File: src/hw/wdg_consts.svh
`ifndef WDG_CONSTS_SVH
`define WDG_CONSTS_SVH

// ****************************************
// register addresses and fields
// ****************************************
`define WDG_AUX_CONTROL_ADDR     8'h8e
`define WDG_SERVICE_ADDR         8'ha6
`define WDG_AUX_RESET            8'h00
`define WDG_AUX_RST_OUT_DIS_BIT  3
`define WDG_AUX_IDLE_HOLD_BIT    4
`define WDG_AUX_ALE_DIS_BIT      0
`define WDG_AUX_WRITE_MASK       8'h19

// ****************************************
// service sequence bytes
// ****************************************
`define WDG_ARM_BYTE_FIRST       8'h1e
`define WDG_ARM_BYTE_SECOND      8'he1

// ****************************************
// timing
// ****************************************
`define WDG_COUNT_WIDTH          13
`define WDG_TERMINAL_COUNT       13'h1fff
`define WDG_OSC_PER_MACHINE      4'hc
`define WDG_RST_PULSE_OSC        7'h62

`endif

File: src/hw/wdg_pkg.sv
`include "wdg_consts.svh"

package wdg_pkg;

    // ****************************************
    // special function register write/read port
    // ****************************************
    typedef struct packed {
        logic       wr;
        logic       rd;
        logic [7:0] addr;
        logic [7:0] wdata;
    } wdg_sfr_req_t;

    typedef enum logic [1:0] {
        WDG_SEQ_IDLE,
        WDG_SEQ_GOT_FIRST
    } wdg_seq_state_t;

    typedef struct packed {
        logic       reset_out;
        logic       device_reset;
        logic       armed;
    } wdg_status_t;

endpackage : wdg_pkg

File: src/hw/wdg_reset_pulse.sv
`include "wdg_consts.svh"

// ****************************************
// reset pin pulse stretcher
// ****************************************
module wdg_reset_pulse (
    input  wire logic clk_i,
    input  wire logic reset_i,
    input  wire logic start_i,
    input  wire logic drive_en_i,
    output logic      pin_drive_o,
    output logic      pin_oe_n_o,
    output logic      busy_o
);

    typedef struct packed {
        logic [6:0] cnt;
        logic       drive;
        logic       busy;
    } wdg_pulse_state_t;

    wdg_pulse_state_t st_r;
    wdg_pulse_state_t st_nxt;

    // pulse length counted in oscillator periods, one per clk
    always_comb begin
        st_nxt = st_r;
        if (st_r.busy) begin
            if (st_r.cnt == 7'h01) begin
                st_nxt.busy  = 1'b0;
                st_nxt.drive = 1'b0;
                st_nxt.cnt   = 7'h00;
            end else begin
                st_nxt.cnt = st_r.cnt - 7'h01;
            end
        end else if (start_i) begin
            st_nxt.busy  = 1'b1;
            st_nxt.drive = drive_en_i;
            st_nxt.cnt   = `WDG_RST_PULSE_OSC;
        end
    end

    always_ff @(posedge clk_i) begin
        if (reset_i) begin
            st_r <= '0;
        end else begin
            st_r <= st_nxt;
        end
    end

    assign pin_drive_o = st_r.drive;
    assign pin_oe_n_o  = ~st_r.drive; // low while driving high
    assign busy_o      = st_r.busy;

endmodule : wdg_reset_pulse

File: src/hw/wdg_watchdog.sv
// Overview of operation
// After any reset the watchdog is off and does not count until armed; a reset from rst_pin_i here leaves it armed and counting.
// Writing 0x1e then 0xe1 to the service register arms the watchdog.
// While armed the counter advances once per machine cycle while the oscillator runs.
// The 13-bit counter overflows at 0x1fff and that overflow resets the whole device. Here the aux control bits keep their values through it.
// Once armed nothing in software disarms it; only hardware or overflow reset does.
// Software services often enough and each completed sequence restarts the count at zero.
// The service register is write-only and the counter is neither readable nor writable.
// On overflow with reset output allowed the reset pin is driven high for 98 oscillator periods.
// Reset-out-disable at 0 lets timeout drive the reset pin; at 1 the pin stays input only.
// Idle-hold at 0 keeps counting in idle; at 1 counting pauses in idle and resumes after.
// In power-down the counter holds and no timeout is generated.
// After power-down exit by level interrupt, counting waits until that input goes high.
// Software should service before power-down and inside the wake-up interrupt handler.
// When counting in idle, software should wake periodically by timer to service.
// A 0x1e followed by any other write than 0xe1 is not a sequence; detection restarts. Here writes to other registers between the two bytes are ignored.
`include "wdg_consts.svh"

module wdg_watchdog (
    input  wire logic                 clk_i,
    input  wire logic                 reset_i,
    input  wire wdg_pkg::wdg_sfr_req_t sfr_i,
    output logic [7:0]                sfr_rdata_o,
    output logic                      sfr_hit_o,
    input  wire logic                 idle_i,
    input  wire logic                 power_down_i,
    input  wire logic                 ext_int_n_i,
    input  wire logic                 rst_pin_i,
    output logic                      rst_pin_o,
    output logic                      rst_pin_oe_n_o,
    output logic                      device_reset_o,
    output logic                      ale_disable_o,
    output logic                      armed_o
);

    // ****************************************
    // pin synchronisers
    // ****************************************
    logic [1:0] int_sync_r;
    logic [1:0] rst_sync_r;

    // pins arrive asynchronously, two flops before any use
    always_ff @(posedge clk_i) begin
        if (reset_i) begin
            int_sync_r <= 2'b11;
            rst_sync_r <= 2'b00;
        end else begin
            int_sync_r <= {int_sync_r[0], ext_int_n_i};
            rst_sync_r <= {rst_sync_r[0], rst_pin_i};
        end
    end

    logic ext_int_n_s;
    logic rst_pin_s;
    assign ext_int_n_s = int_sync_r[1];
    assign rst_pin_s   = rst_sync_r[1];

    // ****************************************
    // block state
    // ****************************************
    typedef struct packed {
        logic                            armed;
        wdg_pkg::wdg_seq_state_t         seq;
        logic [`WDG_COUNT_WIDTH-1:0]     cnt;
        logic [3:0]                      osc_div;
        logic [7:0]                      aux;
        logic                            pd_wait;
        logic                            pd_seen;
        logic                            ovf;
        logic [7:0]                      rdata;
        logic                            hit;
    } wdg_state_t;

    wdg_state_t st_r;
    wdg_state_t st_nxt;

    logic pulse_busy;
    logic pin_drive;
    logic pin_oe_n;

    // decode helpers
    logic wr_service;
    logic wr_aux;
    logic seq_done;
    logic mc_tick;
    logic run_ok;

    assign wr_service = sfr_i.wr && (sfr_i.addr == `WDG_SERVICE_ADDR);
    assign wr_aux     = sfr_i.wr && (sfr_i.addr == `WDG_AUX_CONTROL_ADDR);
    assign seq_done   = wr_service && (st_r.seq == wdg_pkg::WDG_SEQ_GOT_FIRST)
                        && (sfr_i.wdata == `WDG_ARM_BYTE_SECOND);
    assign mc_tick    = (st_r.osc_div == (`WDG_OSC_PER_MACHINE - 4'h1));

    // counting stops for power-down, held idle, or the wake interrupt still low
    // the wait flag lands one cycle after power-down falls, so that cycle is blocked here too
    assign run_ok = st_r.armed && !power_down_i && !st_r.pd_wait
                    && !(st_r.pd_seen && !ext_int_n_s)
                    && !(idle_i && st_r.aux[`WDG_AUX_IDLE_HOLD_BIT]);

    // ****************************************
    // next state
    // ****************************************
    always_comb begin
        st_nxt     = st_r;
        st_nxt.ovf = 1'b0;
        st_nxt.hit = 1'b0;

        // machine cycle divider, frozen with the oscillator in power-down
        if (!power_down_i) begin
            st_nxt.osc_div = mc_tick ? 4'h0 : st_r.osc_div + 4'h1;
        end

        // sequence detector; any wrong byte after the first returns to waiting, except a repeated 0x1e which stays as the first
        if (wr_service) begin
            case (st_r.seq)
                wdg_pkg::WDG_SEQ_IDLE: begin
                    if (sfr_i.wdata == `WDG_ARM_BYTE_FIRST) begin
                        st_nxt.seq = wdg_pkg::WDG_SEQ_GOT_FIRST;
                    end
                end
                wdg_pkg::WDG_SEQ_GOT_FIRST: begin
                    if (sfr_i.wdata == `WDG_ARM_BYTE_FIRST) begin
                        st_nxt.seq = wdg_pkg::WDG_SEQ_GOT_FIRST;
                    end else begin
                        st_nxt.seq = wdg_pkg::WDG_SEQ_IDLE;
                    end
                end
                default: begin
                    st_nxt.seq = wdg_pkg::WDG_SEQ_IDLE;
                end
            endcase
        end

        // arming is sticky; there is no path that clears it in software
        if (seq_done) begin
            st_nxt.armed = 1'b1;
            st_nxt.cnt   = '0;
        end else if (run_ok && mc_tick) begin
            if (st_r.cnt == `WDG_TERMINAL_COUNT) begin
                st_nxt.ovf = 1'b1;
            end else begin
                st_nxt.cnt = st_r.cnt + 13'h0001;
            end
        end

        // power-down exit via interrupt: wait until the line returns high
        st_nxt.pd_seen = power_down_i;
        if (st_r.pd_seen && !power_down_i && !ext_int_n_s) begin
            st_nxt.pd_wait = 1'b1;
        end else if (ext_int_n_s) begin
            st_nxt.pd_wait = 1'b0;
        end

        // aux control: only implemented bits take writes
        if (wr_aux) begin
            st_nxt.aux = sfr_i.wdata & `WDG_AUX_WRITE_MASK;
        end

        // reads: service register returns nothing, counter never visible
        st_nxt.rdata = 8'h00;
        if (sfr_i.rd && sfr_i.addr == `WDG_AUX_CONTROL_ADDR) begin
            st_nxt.rdata = st_r.aux;
            st_nxt.hit   = 1'b1;
        end else if (sfr_i.rd && sfr_i.addr == `WDG_SERVICE_ADDR) begin
            st_nxt.hit = 1'b1;
        end
    end

    // ****************************************
    // registers
    // ****************************************
    // overflow reset clears the block directly from st_r.ovf, keeping the aux bits that only reset_i reloads
    always_ff @(posedge clk_i) begin
        if (reset_i || st_r.ovf) begin
            st_r       <= '0;
            st_r.aux   <= (reset_i) ? `WDG_AUX_RESET : st_r.aux;
            st_r.seq   <= wdg_pkg::WDG_SEQ_IDLE;
        end else begin
            st_r <= st_nxt;
        end
    end

    // ****************************************
    // reset pulse
    // ****************************************
    wdg_reset_pulse u_pulse (
        .clk_i       (clk_i),
        .reset_i     (reset_i),
        .start_i     (st_r.ovf),
        .drive_en_i  (~st_r.aux[`WDG_AUX_RST_OUT_DIS_BIT]),
        .pin_drive_o (pin_drive),
        .pin_oe_n_o  (pin_oe_n),
        .busy_o      (pulse_busy)
    );

    // ****************************************
    // outputs
    // ****************************************
    assign rst_pin_o      = pin_drive;
    assign rst_pin_oe_n_o = pin_oe_n;
    // internal reset lasts the pulse even when the pin is left as input
    assign device_reset_o = st_r.ovf | pulse_busy | rst_pin_s;
    assign sfr_rdata_o    = st_r.rdata;
    assign sfr_hit_o      = st_r.hit;
    assign ale_disable_o  = st_r.aux[`WDG_AUX_ALE_DIS_BIT];
    assign armed_o        = st_r.armed;

endmodule : wdg_watchdog

File: config.mk
export PLATFORM = sky130hd
export DESIGN_NAME = wdg_watchdog
export DESIGN_NICKNAME = d
export VERILOG_FILES = /design/src/hw/wdg_pkg.sv /design/src/hw/wdg_reset_pulse.sv /design/src/hw/wdg_watchdog.sv
export VERILOG_INCLUDE_DIRS = /design/src /design/src/hw
export SDC_FILE = /design/constraint.sdc
export NUM_CORES = 1
export LEC_CHECK = 0
export ABC_CLOCK_PERIOD_IN_PS = 2300
export BUFFER_PORTS_ARGS = -buffer_cell sky130_fd_sc_hd__buf_2
export CAP_MARGIN = 20
export CORE_ASPECT_RATIO = 1.2
export CORE_MARGIN = 3
export CORE_UTILIZATION = 54
export DETAILED_ROUTE_END_ITERATION = 8
export PLACE_DENSITY = 0.78
export SYNTH_ARGS = -nofsm -noshare
export SYNTH_HDL_FRONTEND = slang
export SYNTH_SLANG_ARGS = --single-unit
File: constraint.sdc
create_clock -name clk_i -period 2.3 [get_ports clk_i]
set_clock_uncertainty 0.15 [all_clocks]
set_input_delay 0.345 -clock clk_i [delete_from_list [all_inputs] [get_ports clk_i]]
set_output_delay 0.345 -clock clk_i [all_outputs]
set_load 0.05 [all_outputs]
Yosys cells after proc, flatten, opt, wreduce, memory -nomap -nowiden
Cells that the tools add are included.
{"block": "classes", "addsub": 3, "n_eq_ne": 11, "muxes": 19, "bitwise": 7, "reduce_logical": 32}
{"op": "== test 8 bit, second input constant", "count": 3}
{"op": "2-to-1 mux 8 bit", "count": 3}
{"op": "2-to-1 mux 20 bit", "count": 1}
{"op": "2-to-1 mux 9 bit", "count": 2}
{"op": "logical AND 1 bit", "count": 15}
{"op": "adder 13 x 1 -> 13 bit, second input constant", "count": 1}
{"op": "== test 13 bit, second input constant", "count": 1}
{"op": "== test 8 x 5 -> 1 bit, second input constant", "count": 1}
{"op": "2-to-1 mux 1 bit", "count": 8}
{"op": "AND reduction 2 bit", "count": 4}
{"op": "== test 7 x 1 -> 1 bit, second input constant", "count": 1}
{"op": "2-to-1 mux 7 bit", "count": 1}
{"op": "subtractor 7 x 1 -> 7 bit, second input constant", "count": 1}
{"op": "inequality test 2 bit, second input constant", "count": 3}
{"op": "nonzero test 2 bit", "count": 3}
{"op": "zero test 1 bit", "count": 5}
{"op": "inverter 1 bit", "count": 5}
{"op": "adder 4 x 1 -> 4 bit, second input constant", "count": 1}
{"op": "== test 4 bit, second input constant", "count": 1}
{"op": "2-to-1 mux 2 bit", "count": 2}
{"op": "2-to-1 mux 4 bit", "count": 1}
{"op": "one-hot mux 2 bit (2 select lines)", "count": 1}
{"op": "OR reduction 2 bit", "count": 2}
{"op": "OR reduction 3 bit", "count": 1}
{"op": "other kinds (4)", "count": 5}
{"block": "word_totals", "ff_bits": 53, "output_inout_bits": 14, "wordCells": 87}

Longest topological paths before layout
{"block": "depth", "depth_word": 9, "ltp_mapped": 6, "mapped_depth_nobuf": 6}

Modules after synthesis
From an unflattened synthesis, not the netlist that was laid out.
{"block": "unflattened", "cells_unflattened": 242, "area_unflattened_um2": 2190.9}
{"mod": "wdg_watchdog", "n_inst": 1, "cells_per_inst": 183, "area_per_inst_um2": 1666.6}
{"mod": "wdg_reset_pulse", "n_inst": 1, "cells_per_inst": 59, "area_per_inst_um2": 524.3}

Worst setup path before layout
No wires, ideal clock.
{"block": "synth_timing", "path_kind": "reg-to-reg", "start": "reg st_r (netlist bit armed_o)", "end": "reg st_r[26] (netlist bit)", "setup_time_ns": 0.070, "arrival_time_ns": 1.851, "required_ns": 2.080, "path_slack_ns": 0.229, "path_stages_with_launch": 6, "n_path_buf": 1, "cell_sequence": "dfxtp_1 -> and4bb_2 -> nand4_1 -> clkbuf_1 -> or4_1 -> a21oi_1"}
{"block": "synth_via", "elab_chain_len": 6}
{"element": "start: declaration", "line": "wdg_watchdog.sv:74", "rtl": "wdg_state_t st_r;"}
{"element": "start signal: assignment", "line": "wdg_watchdog.sv:179", "rtl": "st_r <= st_nxt;"}
{"element": "logical AND 1 bit (2 in series)", "line": "wdg_watchdog.sv:96", "rtl": "assign run_ok = st_r.armed && !power_down_i && !st_r.pd_wait"}
{"element": "logical AND 1 bit", "line": "wdg_watchdog.sv:97", "rtl": "&& !(st_r.pd_seen && !ext_int_n_s)"}
{"element": "logical AND 1 bit", "line": "wdg_watchdog.sv:96"}
{"element": "logical AND 1 bit", "line": "wdg_watchdog.sv:138", "rtl": "end else if (run_ok && mc_tick) begin"}
{"element": "AND reduction 2 bit (no line)"}
No other way between the ends.
A chain may end at the register's enable or synchronous reset.

Worst setup path after layout
{"block": "layout_timing", "start": "reg u_pulse.st_r (netlist bit u_pulse.busy_o)", "end": "reg u_pulse.st_r[7] (netlist bit)"}
{"block": "layout_via", "elab_chain_len": 1, "word_cells_on_any_way": 2}
{"element": "start: declaration", "line": "wdg_reset_pulse.sv:22", "rtl": "wdg_pulse_state_t st_r;"}
{"element": "start signal: assignment", "line": "wdg_reset_pulse.sv:47", "rtl": "st_r <= st_nxt;"}
{"element": "2-to-1 mux 9 bit or nonzero test 2 bit (tied branches)"}
Parallel ways exist; a longest one is shown, timed or not.

==> impl_results.md <==
- Setup TNS Final: 0 ns
- Final net count: 294
- Final ANT Viol Nets: 0
- Post-synthesis sequential area ratio: 0.430
- Largest net degree at the start of global routing: 17
- Post-CTS Hold Fix Bufs: 0
- Root Driver: clkbuf_8
- Most frequent cells in the layout: dfxtp_1 (39), buf_2 (32), nor2_1 (19)
- Die Area: 4520 um^2
- Top FF cell, synth: dfxtp_1
- Met1 Usage GRT: 0.251
- Area Overhead vs Synth: 12.1%
- Static Leak: 0.840 nW
- Number of flops mapped to enable cells by yosys: 3
- 1st-iter DRT viols: 51
- Worst Setup End Kind: flip-flop
- Via count: 1,753
- CTS resizes: 0
- TritonCTS buffer count: 5
- Ys Warns: 0
- Fraction of layout cells with a size suffix above 1: 0.192
- Initial antenna violation count: 0
- Fmax: 498 MHz
- Dpl hpwl: 2950 um
- Critical Path RT: 2.38 ns
- Max-slew violations: 0
- HP Class: in -> reg
- Power per cell area: 568 nW/um^2
- Post-synthesis cell area: 2020 um^2
- Clk slew on worst S/H paths: 0.07 ns
- Max Buffers Root-to-Sink: 2
- Placement row count: 23
- Unrepaired setup endpoints after global routing: no
- Clock latency on the worst-skew pair: 0.29 ns
- IO Pins: 38
- Crit path launch type: flip-flop
- Max FO, Critical Path: 10
- Port bufs: 32
- Syn_area_per_cell: 8.72 um^2
- Initial core utilization: 0.586
- Sink Count: 42
- Final hold violations: 0
- Routability cong.: 0.847
- CTS tree: yes
- Max-Cap Viols: 0
- Met2 usage: 0.333
- Grt peak-use layer: met2
- Wirelength, routed: 4000 um
- Met3 usage in global routing: 0.0531
- Die Y: 73.1 um
- Min cycle time layout: 2.01 ns
- Outcome: completed
- Max rail drop VDD: 402 uV
- Vias in the first global route: 1,677
- Synth async-reset ratio: 0
- Grt ovf: 0
- Per-cell routed wire length: 13.2 um
- Gate Count Post-Synth: 232
- Drt drc: 0
- Distinct cells, synth: 47
- First-pass GRT wire length: 7040 um
- GR Util All Layers: 0.206
- Final setup violation count: 0
- Total power: 1.29 mW
- Die Wd: 61.9 um
- Fin util: 0.657
- Most common cell after layout, fill and taps aside: dfxtp_1
- # diodes: 0
- Pre-antenna DRT Iters: 4
- Setup Fix Bufs, Post-CTS: 0
- CP arrival: 2.08 ns
- Vias per cell: 5.79
- Register bit total from synthesis: 42
- Core Region: 3450 um^2
- H-tree levels: 2
- Final worst-path cycle share: 0.873
- Critical path class: reg -> reg
-- where the power goes --
part           internal [mW]  switching, mW
sequential             0.745        0.00481
combinational         0.0336         0.0580
clock                  0.209          0.238
total                  0.988          0.300
-- flip-flops by register name, summed over array words and instances, names as in the netlist, 2 cells and up --
register / flops
rst_sync_r: 2
st_r: 23
int_sync_r: 2
sfr_rdata_o: 3
u_pulse.st_r: 7
-- cells in the mapped netlist (all sizes together), types with 7 or more instances --
| cell type | instances | share of area |
|---|---|---|
| dfxtp | 39 | 0.39 |
| nor2 | 19 | 0.035 |
| a21oi | 17 | 0.042 |
| nand2 | 14 | 0.026 |
| buf | 12 | 0.043 |
| o21ai | 11 | 0.027 |
| nand3 | 10 | 0.025 |
| nor3 | 9 | 0.022 |
| inv | 8 | 0.015 |
| and2 | 7 | 0.022 |
-- cells by family after synthesis --
group	synth area share
buf+inv	0.0631
mux	0.0297
simple gates	0.307
flops	0.430
xor+xnor	0.00433
fa+ha+maj	0.0247
compound gates	0.139
other cells	0.00185
-- layer usage --
layer | part of all wire | vias to the layer above
li1 | - | 903
met5 | 0 | -
met1 | 0.46 | 801
met2 | 0.48 | 42
met4 | 0.017 | 0
met3 | 0.047 | 7
-- through the flow --
stage / setup WS, ns / instance area [um^2] / hold WS (ns) / cells
final: 0.292 / 2270 / 0.0842 / 303
after detailed placement: 0.233 / 2190 / 0.251 / 296
after CTS: 0.289 / 2270 / 0.0789 / 303
after global placement: 0.268 / 2190 / 0.250 / 296
after floorplan: 0.229 / 2040 / 0.239 / 236
after global routing: 0.212 / 2270 / 0.0825 / 303
-- critical path, cell delays in order (launching register included) --
cell	delay, ns
dfxtp_1	0.48
or4b_4	0.51
or3_1	0.33
or3_1	0.31
a31oi_1	0.15
-- worst paths after layout --
kind	startpoint	to	slack, ns	cells past startpoint
min	ext_int_n_i	int_sync_r[0]	0.08	2
max reg2reg	u_pulse.busy_o	u_pulse.st_r[7]	0.29	4
max	u_pulse.busy_o	u_pulse.st_r[7]	0.29	4
min reg2reg	int_sync_r[1]	st_r[11]	0.26	1
-- area by class of cell --
cell class	instances	area [um^2]
well taps	37	46.3
inverters	8	30.0
repair buffers	38	205
multi-input cells	171	1040
fillers	308	1180
clock buffers	7	76.3
flip-flops and latches	42	871
(Power assumes the default switching activity.)
